**src/design/tcc_pkg.sv**
```systemverilog
// Operation
// counter and both compare values are 8-bit
// each tick clears, increments or decrements counter
// clock select zero stops the timer tick
// tick from prescaler or external pin edge
// software reads and writes counter at any time
// counter write beats clear and count
// bottom 0x00, max 0xff, top max or compare A
// three-bit waveform mode split over two controls
// overflow flag set per mode, interrupt source
// compare match sets flag on next tick
// flag and mask both set raise request
// flag cleared by service or writing one
// match, mode and action field drive outputs
// compare buffering only in pulse-width modes
// buffered compare loads only at top/bottom
// compare access hits buffer or active register
// force strobe acts like match, no flag/counter; ignored in pulse-width modes
// counter write blocks matches for next tick
// output states kept across mode change
// action field changes act immediately, unbuffered
// software initialises output before pin enable
// software avoids writing counter onto match/bottom
// reset clears the output state registers
// action field zero leaves output state alone
package tcc_pkg;

  // ****************************************
  // register byte addresses
  // ****************************************
  localparam logic [7:0] ADDR_CTRL_A = 8'h00;
  localparam logic [7:0] ADDR_CTRL_B = 8'h04;
  localparam logic [7:0] ADDR_COUNT = 8'h08;
  localparam logic [7:0] ADDR_CMP_A = 8'h0c;
  localparam logic [7:0] ADDR_CMP_B = 8'h10;
  localparam logic [7:0] ADDR_FLAG = 8'h14;
  localparam logic [7:0] ADDR_MASK = 8'h18;

  // ****************************************
  // field positions
  // ****************************************
  localparam int CA_WGM_LO = 0;  // waveform mode low bits [1:0]
  localparam int CA_COMB_LO = 4; // output action b [5:4]
  localparam int CA_COMA_LO = 6; // output action a [7:6]
  localparam int CB_CS_LO = 0;   // clock select [2:0]
  localparam int CB_WGM2 = 3;    // waveform mode high bit
  localparam int CB_FOC_B = 6;   // force strobe b
  localparam int CB_FOC_A = 7;   // force strobe a
  localparam int FL_OVF = 0;     // overflow flag
  localparam int FL_CMPA = 1;    // compare a flag
  localparam int FL_CMPB = 2;    // compare b flag

  // ****************************************
  // reset values and count limits
  // ****************************************
  localparam logic [7:0] RST_BYTE = 8'h00;
  localparam logic [2:0] RST_FLAGS = 3'h0;
  localparam logic [7:0] CNT_BOTTOM = 8'h00;
  localparam logic [7:0] CNT_MAX = 8'hff;

  // ****************************************
  // waveform modes and clock selects
  // ****************************************
  localparam logic [2:0] WGM_NORMAL = 3'h0;
  localparam logic [2:0] WGM_CTC = 3'h2;
  localparam logic [2:0] CS_STOP = 3'h0;
  localparam logic [2:0] CS_DIV1 = 3'h1;
  localparam logic [2:0] CS_DIV8 = 3'h2;
  localparam logic [2:0] CS_DIV64 = 3'h3;
  localparam logic [2:0] CS_DIV256 = 3'h4;
  localparam logic [2:0] CS_DIV1024 = 3'h5;
  localparam logic [2:0] CS_EXT_FALL = 3'h6;
  localparam logic [2:0] CS_EXT_RISE = 3'h7;
  localparam int PRE_BITS = 10;  // widest prescale divide 1024

endpackage

```
**src/design/tcc_core.sv**
```systemverilog
// The register offsets and the APB interface to the registers were decided locally.
`timescale 1ns/10ps
`default_nettype none
module tcc_core
  import tcc_pkg::*;
#(
  parameter int PRE_W = PRE_BITS
) (
  input wire logic clk,                // 200 MHz system clock
  input wire logic sys_rst,            // async reset, active high
  input wire logic psel,               // apb select
  input wire logic penable,            // apb access phase
  input wire logic pwrite,             // apb write
  input wire logic [7:0] paddr,        // apb byte address
  input wire logic [31:0] pwdata,      // apb write data
  output logic [31:0] prdata,          // apb read data
  output logic pready,                 // apb ready
  output logic pslverr,                // apb error, unmapped
  input wire logic externalCountIn,    // external count pin
  input wire logic [2:0] irqAck,       // interrupt serviced pulses
  output logic [2:0] irqReq,           // flag and mask requests
  output logic waveformOutA,           // compare output a state
  output logic waveformOutB,           // compare output b state
  output logic overrideA,              // action a nonzero, pin taken
  output logic overrideB               // action b nonzero, pin taken
);

  // ****************************************
  // parameter check
  // ****************************************
  if (PRE_W < PRE_BITS) begin : g_badPre
    $error("PRE_W too small for divide by 1024");
  end

  // ****************************************
  // state
  // ****************************************
  logic [7:0] controlRegA_q;
  logic [3:0] controlRegB_q;
  logic [7:0] counterValue_q;
  logic [7:0] compareA_q;
  logic [7:0] compareB_q;
  logic [7:0] bufferA_q;
  logic [7:0] bufferB_q;
  logic [2:0] timerFlag_q;
  logic [2:0] timerFlag_d;
  logic [2:0] timerMask_q;
  logic countDown_q;
  logic blockMatch_q;
  logic waveA_q;
  logic waveB_q;
  logic [PRE_W-1:0] prescale_q;
  logic extSync1_q;
  logic extSync2_q;
  logic extLast_q;
  logic [31:0] prdata_q;

  // ****************************************
  // apb decode
  // ****************************************
  wire setupPhase = psel & ~penable;
  wire accessPhase = psel & penable;
  wire wrAccess = accessPhase & pwrite;
  wire selCtrlA = paddr == ADDR_CTRL_A;
  wire selCtrlB = paddr == ADDR_CTRL_B;
  wire selCount = paddr == ADDR_COUNT;
  wire selCmpA = paddr == ADDR_CMP_A;
  wire selCmpB = paddr == ADDR_CMP_B;
  wire selFlag = paddr == ADDR_FLAG;
  wire selMask = paddr == ADDR_MASK;
  wire mapped = selCtrlA | selCtrlB | selCount | selCmpA | selCmpB | selFlag | selMask;
  wire wrCtrlA = wrAccess & selCtrlA;
  wire wrCtrlB = wrAccess & selCtrlB;
  wire wrCount = wrAccess & selCount;
  wire wrCmpA = wrAccess & selCmpA;
  wire wrCmpB = wrAccess & selCmpB;
  wire wrFlag = wrAccess & selFlag;
  wire wrMask = wrAccess & selMask;
  wire [7:0] wrByte = pwdata[7:0];

  // ****************************************
  // mode decode
  // ****************************************
  wire [2:0] wgm = {controlRegB_q[CB_WGM2], controlRegA_q[CA_WGM_LO+1:CA_WGM_LO]};
  wire isPwm = wgm[0];                 // modes 1,3,5,7
  wire isFast = wgm[0] & wgm[1];
  wire isPhase = wgm[0] & ~wgm[1];
  wire isCtc = wgm == WGM_CTC;
  wire [1:0] actA = controlRegA_q[CA_COMA_LO+1:CA_COMA_LO];
  wire [1:0] actB = controlRegA_q[CA_COMB_LO+1:CA_COMB_LO];
  wire [2:0] clockSel = controlRegB_q[CB_CS_LO+2:CB_CS_LO];
  wire [7:0] topValue = ((wgm[2] & isPwm) | isCtc) ? compareA_q : CNT_MAX;
  wire atTop = counterValue_q == topValue;
  wire atBottom = counterValue_q == CNT_BOTTOM;
  wire matchA = counterValue_q == compareA_q;
  wire matchB = counterValue_q == compareB_q;

  // ****************************************
  // timer tick select
  // ****************************************
  wire extFall = extLast_q & ~extSync2_q;
  wire extRise = ~extLast_q & extSync2_q;
  logic timerTick;
  always_comb begin
    unique case (clockSel)
      CS_STOP: timerTick = 1'b0;
      CS_DIV1: timerTick = 1'b1;
      CS_DIV8: timerTick = &prescale_q[2:0];
      CS_DIV64: timerTick = &prescale_q[5:0];
      CS_DIV256: timerTick = &prescale_q[7:0];
      CS_DIV1024: timerTick = &prescale_q[9:0];
      CS_EXT_FALL: timerTick = extFall;
      CS_EXT_RISE: timerTick = extRise;
    endcase
  end

  // prescaler and pin synchroniser
  always_ff @(posedge clk or posedge sys_rst) begin
    if (sys_rst) begin
      prescale_q <= '0;
      extSync1_q <= 1'b0;
      extSync2_q <= 1'b0;
      extLast_q <= 1'b0;
    end else begin
      prescale_q <= prescale_q + 1'b1;
      extSync1_q <= externalCountIn;
      extSync2_q <= extSync1_q;
      extLast_q <= extSync2_q;
    end
  end

  // ****************************************
  // counter unit
  // ****************************************
  logic [7:0] countNext;
  logic downNext;
  always_comb begin
    countNext = counterValue_q + 8'h01;
    downNext = countDown_q;
    if (isPhase) begin
      if (!countDown_q && atTop) begin
        countNext = counterValue_q - 8'h01;
        downNext = 1'b1;
      end else if (countDown_q && atBottom) begin
        downNext = 1'b0;
      end else if (countDown_q) begin
        countNext = counterValue_q - 8'h01;
      end
    end else if ((isCtc | isFast) && atTop) begin
      countNext = CNT_BOTTOM;
    end
  end

  // overflow and buffer load moments
  wire overflowEv = timerTick & (isPhase ? (countDown_q & atBottom) :
                                 isFast ? atTop : counterValue_q == CNT_MAX);
  wire loadBuffers = timerTick & isPwm & atTop & (isFast | ~countDown_q);
  wire hitA = timerTick & matchA & ~blockMatch_q;
  wire hitB = timerTick & matchB & ~blockMatch_q;
  wire forceA = wrCtrlB & pwdata[CB_FOC_A] & ~isPwm;
  wire forceB = wrCtrlB & pwdata[CB_FOC_B] & ~isPwm;
  wire bottomEv = timerTick & isFast & atTop;

  // counter, direction and match block
  always_ff @(posedge clk or posedge sys_rst) begin
    if (sys_rst) begin
      counterValue_q <= RST_BYTE;
      countDown_q <= 1'b0;
      blockMatch_q <= 1'b0;
    end else begin
      if (wrCount) begin
        counterValue_q <= wrByte;
      end else if (timerTick) begin
        counterValue_q <= countNext;
        countDown_q <= downNext;
      end
      if (wrCount) begin
        blockMatch_q <= 1'b1;
      end else if (timerTick) begin
        blockMatch_q <= 1'b0;
      end
    end
  end

  // ****************************************
  // compare registers and buffers
  // ****************************************
  always_ff @(posedge clk or posedge sys_rst) begin
    if (sys_rst) begin
      compareA_q <= RST_BYTE;
      compareB_q <= RST_BYTE;
      bufferA_q <= RST_BYTE;
      bufferB_q <= RST_BYTE;
    end else begin
      if (loadBuffers) begin
        compareA_q <= bufferA_q;
        compareB_q <= bufferB_q;
      end
      if (wrCmpA && !isPwm) compareA_q <= wrByte;
      if (wrCmpB && !isPwm) compareB_q <= wrByte;
      if (wrCmpA) bufferA_q <= wrByte;
      if (wrCmpB) bufferB_q <= wrByte;
    end
  end

  // ****************************************
  // waveform generator
  // ****************************************
  function automatic logic waveNext(input logic [1:0] act, input logic cur, input logic hit,
                                    input logic bottom, input logic down);
    waveNext = cur;                      // action zero keeps state
    if (!isPwm) begin
      if (hit) begin
        unique case (act)
          2'h0: waveNext = cur;
          2'h1: waveNext = ~cur;
          2'h2: waveNext = 1'b0;
          2'h3: waveNext = 1'b1;
        endcase
      end
    end else if (isPhase) begin
      if (hit && act[1]) waveNext = act[0] ^ down;
    end else if (hit && act[1]) begin
      waveNext = act[0];
    end else if (bottom && act[1]) begin
      waveNext = ~act[0];
    end
  endfunction

  // output state registers, untouched by mode writes
  always_ff @(posedge clk or posedge sys_rst) begin
    if (sys_rst) begin
      waveA_q <= 1'b0;
      waveB_q <= 1'b0;
    end else begin
      waveA_q <= waveNext(actA, waveA_q, hitA | forceA, bottomEv, countDown_q);
      waveB_q <= waveNext(actB, waveB_q, hitB | forceB, bottomEv, countDown_q);
    end
  end

  // ****************************************
  // flags, mask and control registers
  // ****************************************
  wire [2:0] flagSet = {hitB, hitA, overflowEv};
  wire [2:0] flagClr = (wrFlag ? pwdata[2:0] : 3'h0) | irqAck;
  assign timerFlag_d = (timerFlag_q & ~flagClr) | flagSet;

  always_ff @(posedge clk or posedge sys_rst) begin
    if (sys_rst) begin
      timerFlag_q <= RST_FLAGS;
      timerMask_q <= RST_FLAGS;
      controlRegA_q <= RST_BYTE;
      controlRegB_q <= 4'h0;
    end else begin
      timerFlag_q <= timerFlag_d;
      if (wrMask) timerMask_q <= pwdata[2:0];
      if (wrCtrlA) controlRegA_q <= wrByte;
      if (wrCtrlB) controlRegB_q <= pwdata[3:0];
    end
  end

  // ****************************************
  // read data and outputs
  // ****************************************
  logic [7:0] readByte;
  always_comb begin
    readByte = 8'h00;
    if (selCtrlA) readByte = controlRegA_q;
    if (selCtrlB) readByte = {4'h0, controlRegB_q}; // strobes read zero
    if (selCount) readByte = counterValue_q;
    if (selCmpA) readByte = isPwm ? bufferA_q : compareA_q;
    if (selCmpB) readByte = isPwm ? bufferB_q : compareB_q;
    if (selFlag) readByte = {5'h00, timerFlag_q};
    if (selMask) readByte = {5'h00, timerMask_q};
  end

  // read data captured in setup phase
  always_ff @(posedge clk or posedge sys_rst) begin
    if (sys_rst) begin
      prdata_q <= 32'h0000_0000;
    end else if (setupPhase) begin
      prdata_q <= {24'h00_0000, readByte};
    end
  end

  // bus answers and pin-side outputs
  assign prdata = prdata_q;
  assign pready = 1'b1;
  assign pslverr = accessPhase & ~mapped;
  assign irqReq = timerFlag_q & timerMask_q;
  assign waveformOutA = waveA_q;
  assign waveformOutB = waveB_q;
  assign overrideA = |actA;
  assign overrideB = |actB;
endmodule // tcc_core
`default_nettype wire

```
**config.mk**
```make
export PLATFORM = sky130hd
export DESIGN_NAME = tcc_core
export DESIGN_NICKNAME = d
export VERILOG_FILES = /design/src/design/tcc_pkg.sv /design/src/design/tcc_core.sv
export SDC_FILE = /design/constraint.sdc
export NUM_CORES = 1
export LEC_CHECK = 0
export BUFFER_PORTS_ARGS = -buffer_cell sky130_fd_sc_hd__buf_4
export CAP_MARGIN = 30
export CORE_MARGIN = 2
export CORE_UTILIZATION = 50
export CTS_CLUSTER_DIAMETER = 80
export DETAILED_ROUTE_END_ITERATION = 8
export GPL_ROUTABILITY_DRIVEN = 0
export PLACE_DENSITY = 0.74
export SKIP_LAST_GASP = 1
export SLEW_MARGIN = 20
export SYNTH_ARGS = -nofsm -noshare
export SYNTH_HDL_FRONTEND = slang
export SYNTH_SLANG_ARGS = --single-unit
export TNS_END_PERCENT = 100
```
**constraint.sdc**
```tcl
create_clock -name clk -period 3 [get_ports clk]
set_clock_uncertainty 0.2 [all_clocks]
set_input_delay 0.15 -clock clk [delete_from_list [all_inputs] [get_ports clk]]
set_output_delay 0.15 -clock clk [all_outputs]
set_load 0.01 [all_outputs]
```
==> impl_metrics.csv <==
group,metric,value,unit
grt,grt_antenna_before_repair,0,
timing,fin_crit,2.97,ns
cts,insertion_delay,0.36,ns
synthesis,syn_area,0.00534,mm^2
timing,worst_pin_slew,0.775,ns
place,dpl.hpwl,10500,um
floorplanning,die-area,0.0115,mm^2
final_layout,fin_nets,684,
routing,drc,0,
pwr,powerDensity,516,mW/mm^2
worst_hold_path,hp-class,"primary input to register",
grt,grt.total_usage,0.268,
critical_path,path_cells,"or3b_1, a311oi_1, a221oi_1, o41ai_4, buf_4, mux2i_1, mux2i_1, o22ai_1",
timing,setup_ws,0.0252,ns
routing,vias,4721,
critical_path,crit_top_cell,"mux2i_1",
grt,grt_max_degree,42,
cts,cts.clk_slew.worst_paths,0.09,ns
critical_path,cp_slowest_stage_delay,0.50,ns
floorplanning,core_area,0.0104,mm^2
cts,ctsRootBufferMaster,"clkbuf_8",
cts,cts_max_level,3,
final_layout,final_util,0.593,
place,pre_cts_ws,0.159,ns
synthesis,synth-seq-cells,83,
final_layout,stdcell_count,770,
floorplanning,die_y,107,um
critical_path,worst-r2r-setup-slack,0.03,ns
grt,grt_pass1_vias,4492,
critical_path,start_kind,"register",
critical_path,critPathSlowestCell,"or3b_1",
synthesis,synth_edf_count,0,
cts,cts_tree,"built",
routing,dr.first_iter.drc_count,436,
synthesis,yosys.area.top_type,"dfrtp_1",
synthesis,synth_cells,577,
final_layout,diodes,0,
synthesis,synth-seq-area-share,0.389,
routing,wl_per_cell,19.4,um
synthesis,yosysTopAreaCellShare,0.389,
synthesis,synthArstFlopShare,1.00,
critical_path,reg2regPathDepth,8,
timing,rsz0062_at_grt,"true",
grt,grt_pass1_wl,23600,um
cts,clockBufferDepth,2,
worst_hold_path,min_path_cells,5,
cts,cts_sinks,83,
job,maxCapViolCount,0,
routing,via_per_inst,6.13,
final_layout,area_growth,15.2,%
floorplanning,start_util,0.515,
synthesis,syn_avg_cell_area,9.25,um^2
routing,firstDrtPassIters,5,
timing,finalSetupViolations,0,
critical_path,arrival,3.01,ns
final_layout,fill_cells,892,
cts,cts-buffers-inserted,9,
critical_path,path_class,"register to register",
pwr,irDropWorstVdd,0.000451,V
critical_path,worstReg2RegStart,"controlRegB_q[3]",
critical_path,cp.required,3.03,ns
place,io_buffers,40,
worst_hold_path,min_to,"prdata[6]",
timing,whs,0.144,ns
place,dpl.cell_count,739,
pwr,power,3.17,mW
routing,wl,15000,um
synthesis,yosys-top-cells-area,"dfrtp_1 (39%), mux2_2 (6.7%), mux2i_1 (5.6%)",
timing,fin_crit_sh,0.992,
critical_path,end_kind,"register",
final_layout,drive_above_1_share,0.196,
timing,slew_headroom,0.480,
critical_path,r2r-end,"counterValue_q[5]",
timing,max_freq,336,MHz
status,status,"completed",
floorplanning,pin_count,90,
timing,maxSlewViolCount,0,
routing,detail-route-antenna-nets,0,
critical_path,cp_max_fo,6,
pwr,p_leak,2.78,nW
grt,grt-ovfl-total,0,
synthesis,ys_warn_count,0,
floorplanning,die_w,107,um
timing,finalHoldViolCount,0,
synthesis,ys_types,69,
synthesis,synthFlopType,"dfrtp_1",
floorplanning,row_count,37,
worst_hold_path,min_from,"paddr[3]",
## power breakdown
group,internal (mW),switching (mW)
clock network,0.494,0.446
registers,1.19,0.126
logic,0.369,0.554
total,2.05,1.13
## worst max-delay path, delay by kind of cell (launching register included)
kind                   cells  cell delay, ns
buffers and inverters      1            0.20
and+or+nand+nor            1            0.50
muxes                      2            0.43
AOI/OAI and AO/OA          4            1.09
DFF                        1            0.42
## cells by family after synthesis
group,Yosys count,synth area share
simple gates,195,0.182
compound gates,124,0.172
flops,83,0.389
buf+inv,81,0.0792
mux,62,0.124
xor+xnor,25,0.0410
fa+ha+maj,5,0.0117
other cells,2,0.00141
## area by class of cell
type                            count  area, um^2  share of cell area
Multi-Input combinational cell    436        2950               0.480
Inverter                           20        76.3              0.0124
Sequential cell                    83        2080               0.338
Clock inverter                      5        86.3              0.0140
Clock buffer                       10         138              0.0224
Tap cell                          136         170              0.0277
Timing Repair Buffer               80         651               0.106
## cells in the mapped netlist, drive strengths merged, types with 7 or more instances
master and number:
a211oi 11, xor2 8, o21ai 22, mux2i 30, clkbuf 18, nor2b 9
nor2 42, dfrtp 83, nand3 18, nand2 51, nand4 7, nand2b 7
mux2 32, inv 19, and3 14, buf 43, nor3 15, a21oi 29
xnor2 17, and2 10
## metal layers
| layer | routed length [um] | global-route usage | vias to the layer above |
|---|---|---|---|
| li1 | - | - | 2147 |
| met1 | 6280 | 0.363 | 2288 |
| met2 | 7070 | 0.426 | 253 |
| met3 | 1240 | 0.0569 | 33 |
| met4 | 374 | 0.0916 | 0 |
| met5 | 0 | 0 | - |
## registers in the layout, indices dropped and copies added (netlist names), 3 cells and up
name            cells
bufferB_q           8
compareA_q          8
compareB_q          8
controlRegA_q       8
counterValue_q      8
bufferA_q           8
prdata              8
controlRegB_q       4
prescale_q         10
timerFlag_q         3
timerMask_q         3
## per-stage QoR
stage               setup TNS [ns]  area, um^2
CTS                              0        6120
finish                           0        6150
floorplan                        0        5430
global placement                 0        5750
global route                -0.149        6150
detailed placement               0        5750
## worst max path at each step
stage	to	slack, ns	cells past startpoint	start
detailed placement	compareB_q[4]	0.16	8	compareA_q[4]
floorplan	counterValue_q[7]	0.34	8	controlRegB_q[3]
finish	counterValue_q[5]	0.03	8	controlRegB_q[3]
CTS	compareB_q[4]	0.13	8	compareA_q[4]
global route	counterValue_q[5]	-0.06	8	controlRegB_q[3]
global placement	counterValue_q[6]	0.17	7	controlRegB_q[3]
## layout by cell type (no fill, tap or decap), types with 6 or more instances in the layout
master and instances:
inv_1 17, dlygate4sd3_1 15, mux2i_1 30, nor2_1 42, clkbuf_8 10, xor2_1 8, dfrtp_1 83, xnor2_1 17
buf_4 64, a21oi_1 29, a22o_1 6, nand3_1 18, nor3_1 14, conb_1 25, o22ai_1 6, and3_1 14
nand4_1 7, a211oi_1 11, nor2b_1 9, o21ai_0 18, nand2b_1 7, nand2_1 51, mux2_2 32, and2_1 9
## repair_timing
action / in CTS / in global routing
gates resized for setup: 0 / 3
hold endpoints to repair: 97 / 0
setup buffers: 0 / 1
hold buffers: 15 / 0
endpoints found under the setup margin: 0 / 19
(Power assumes the default switching activity.)
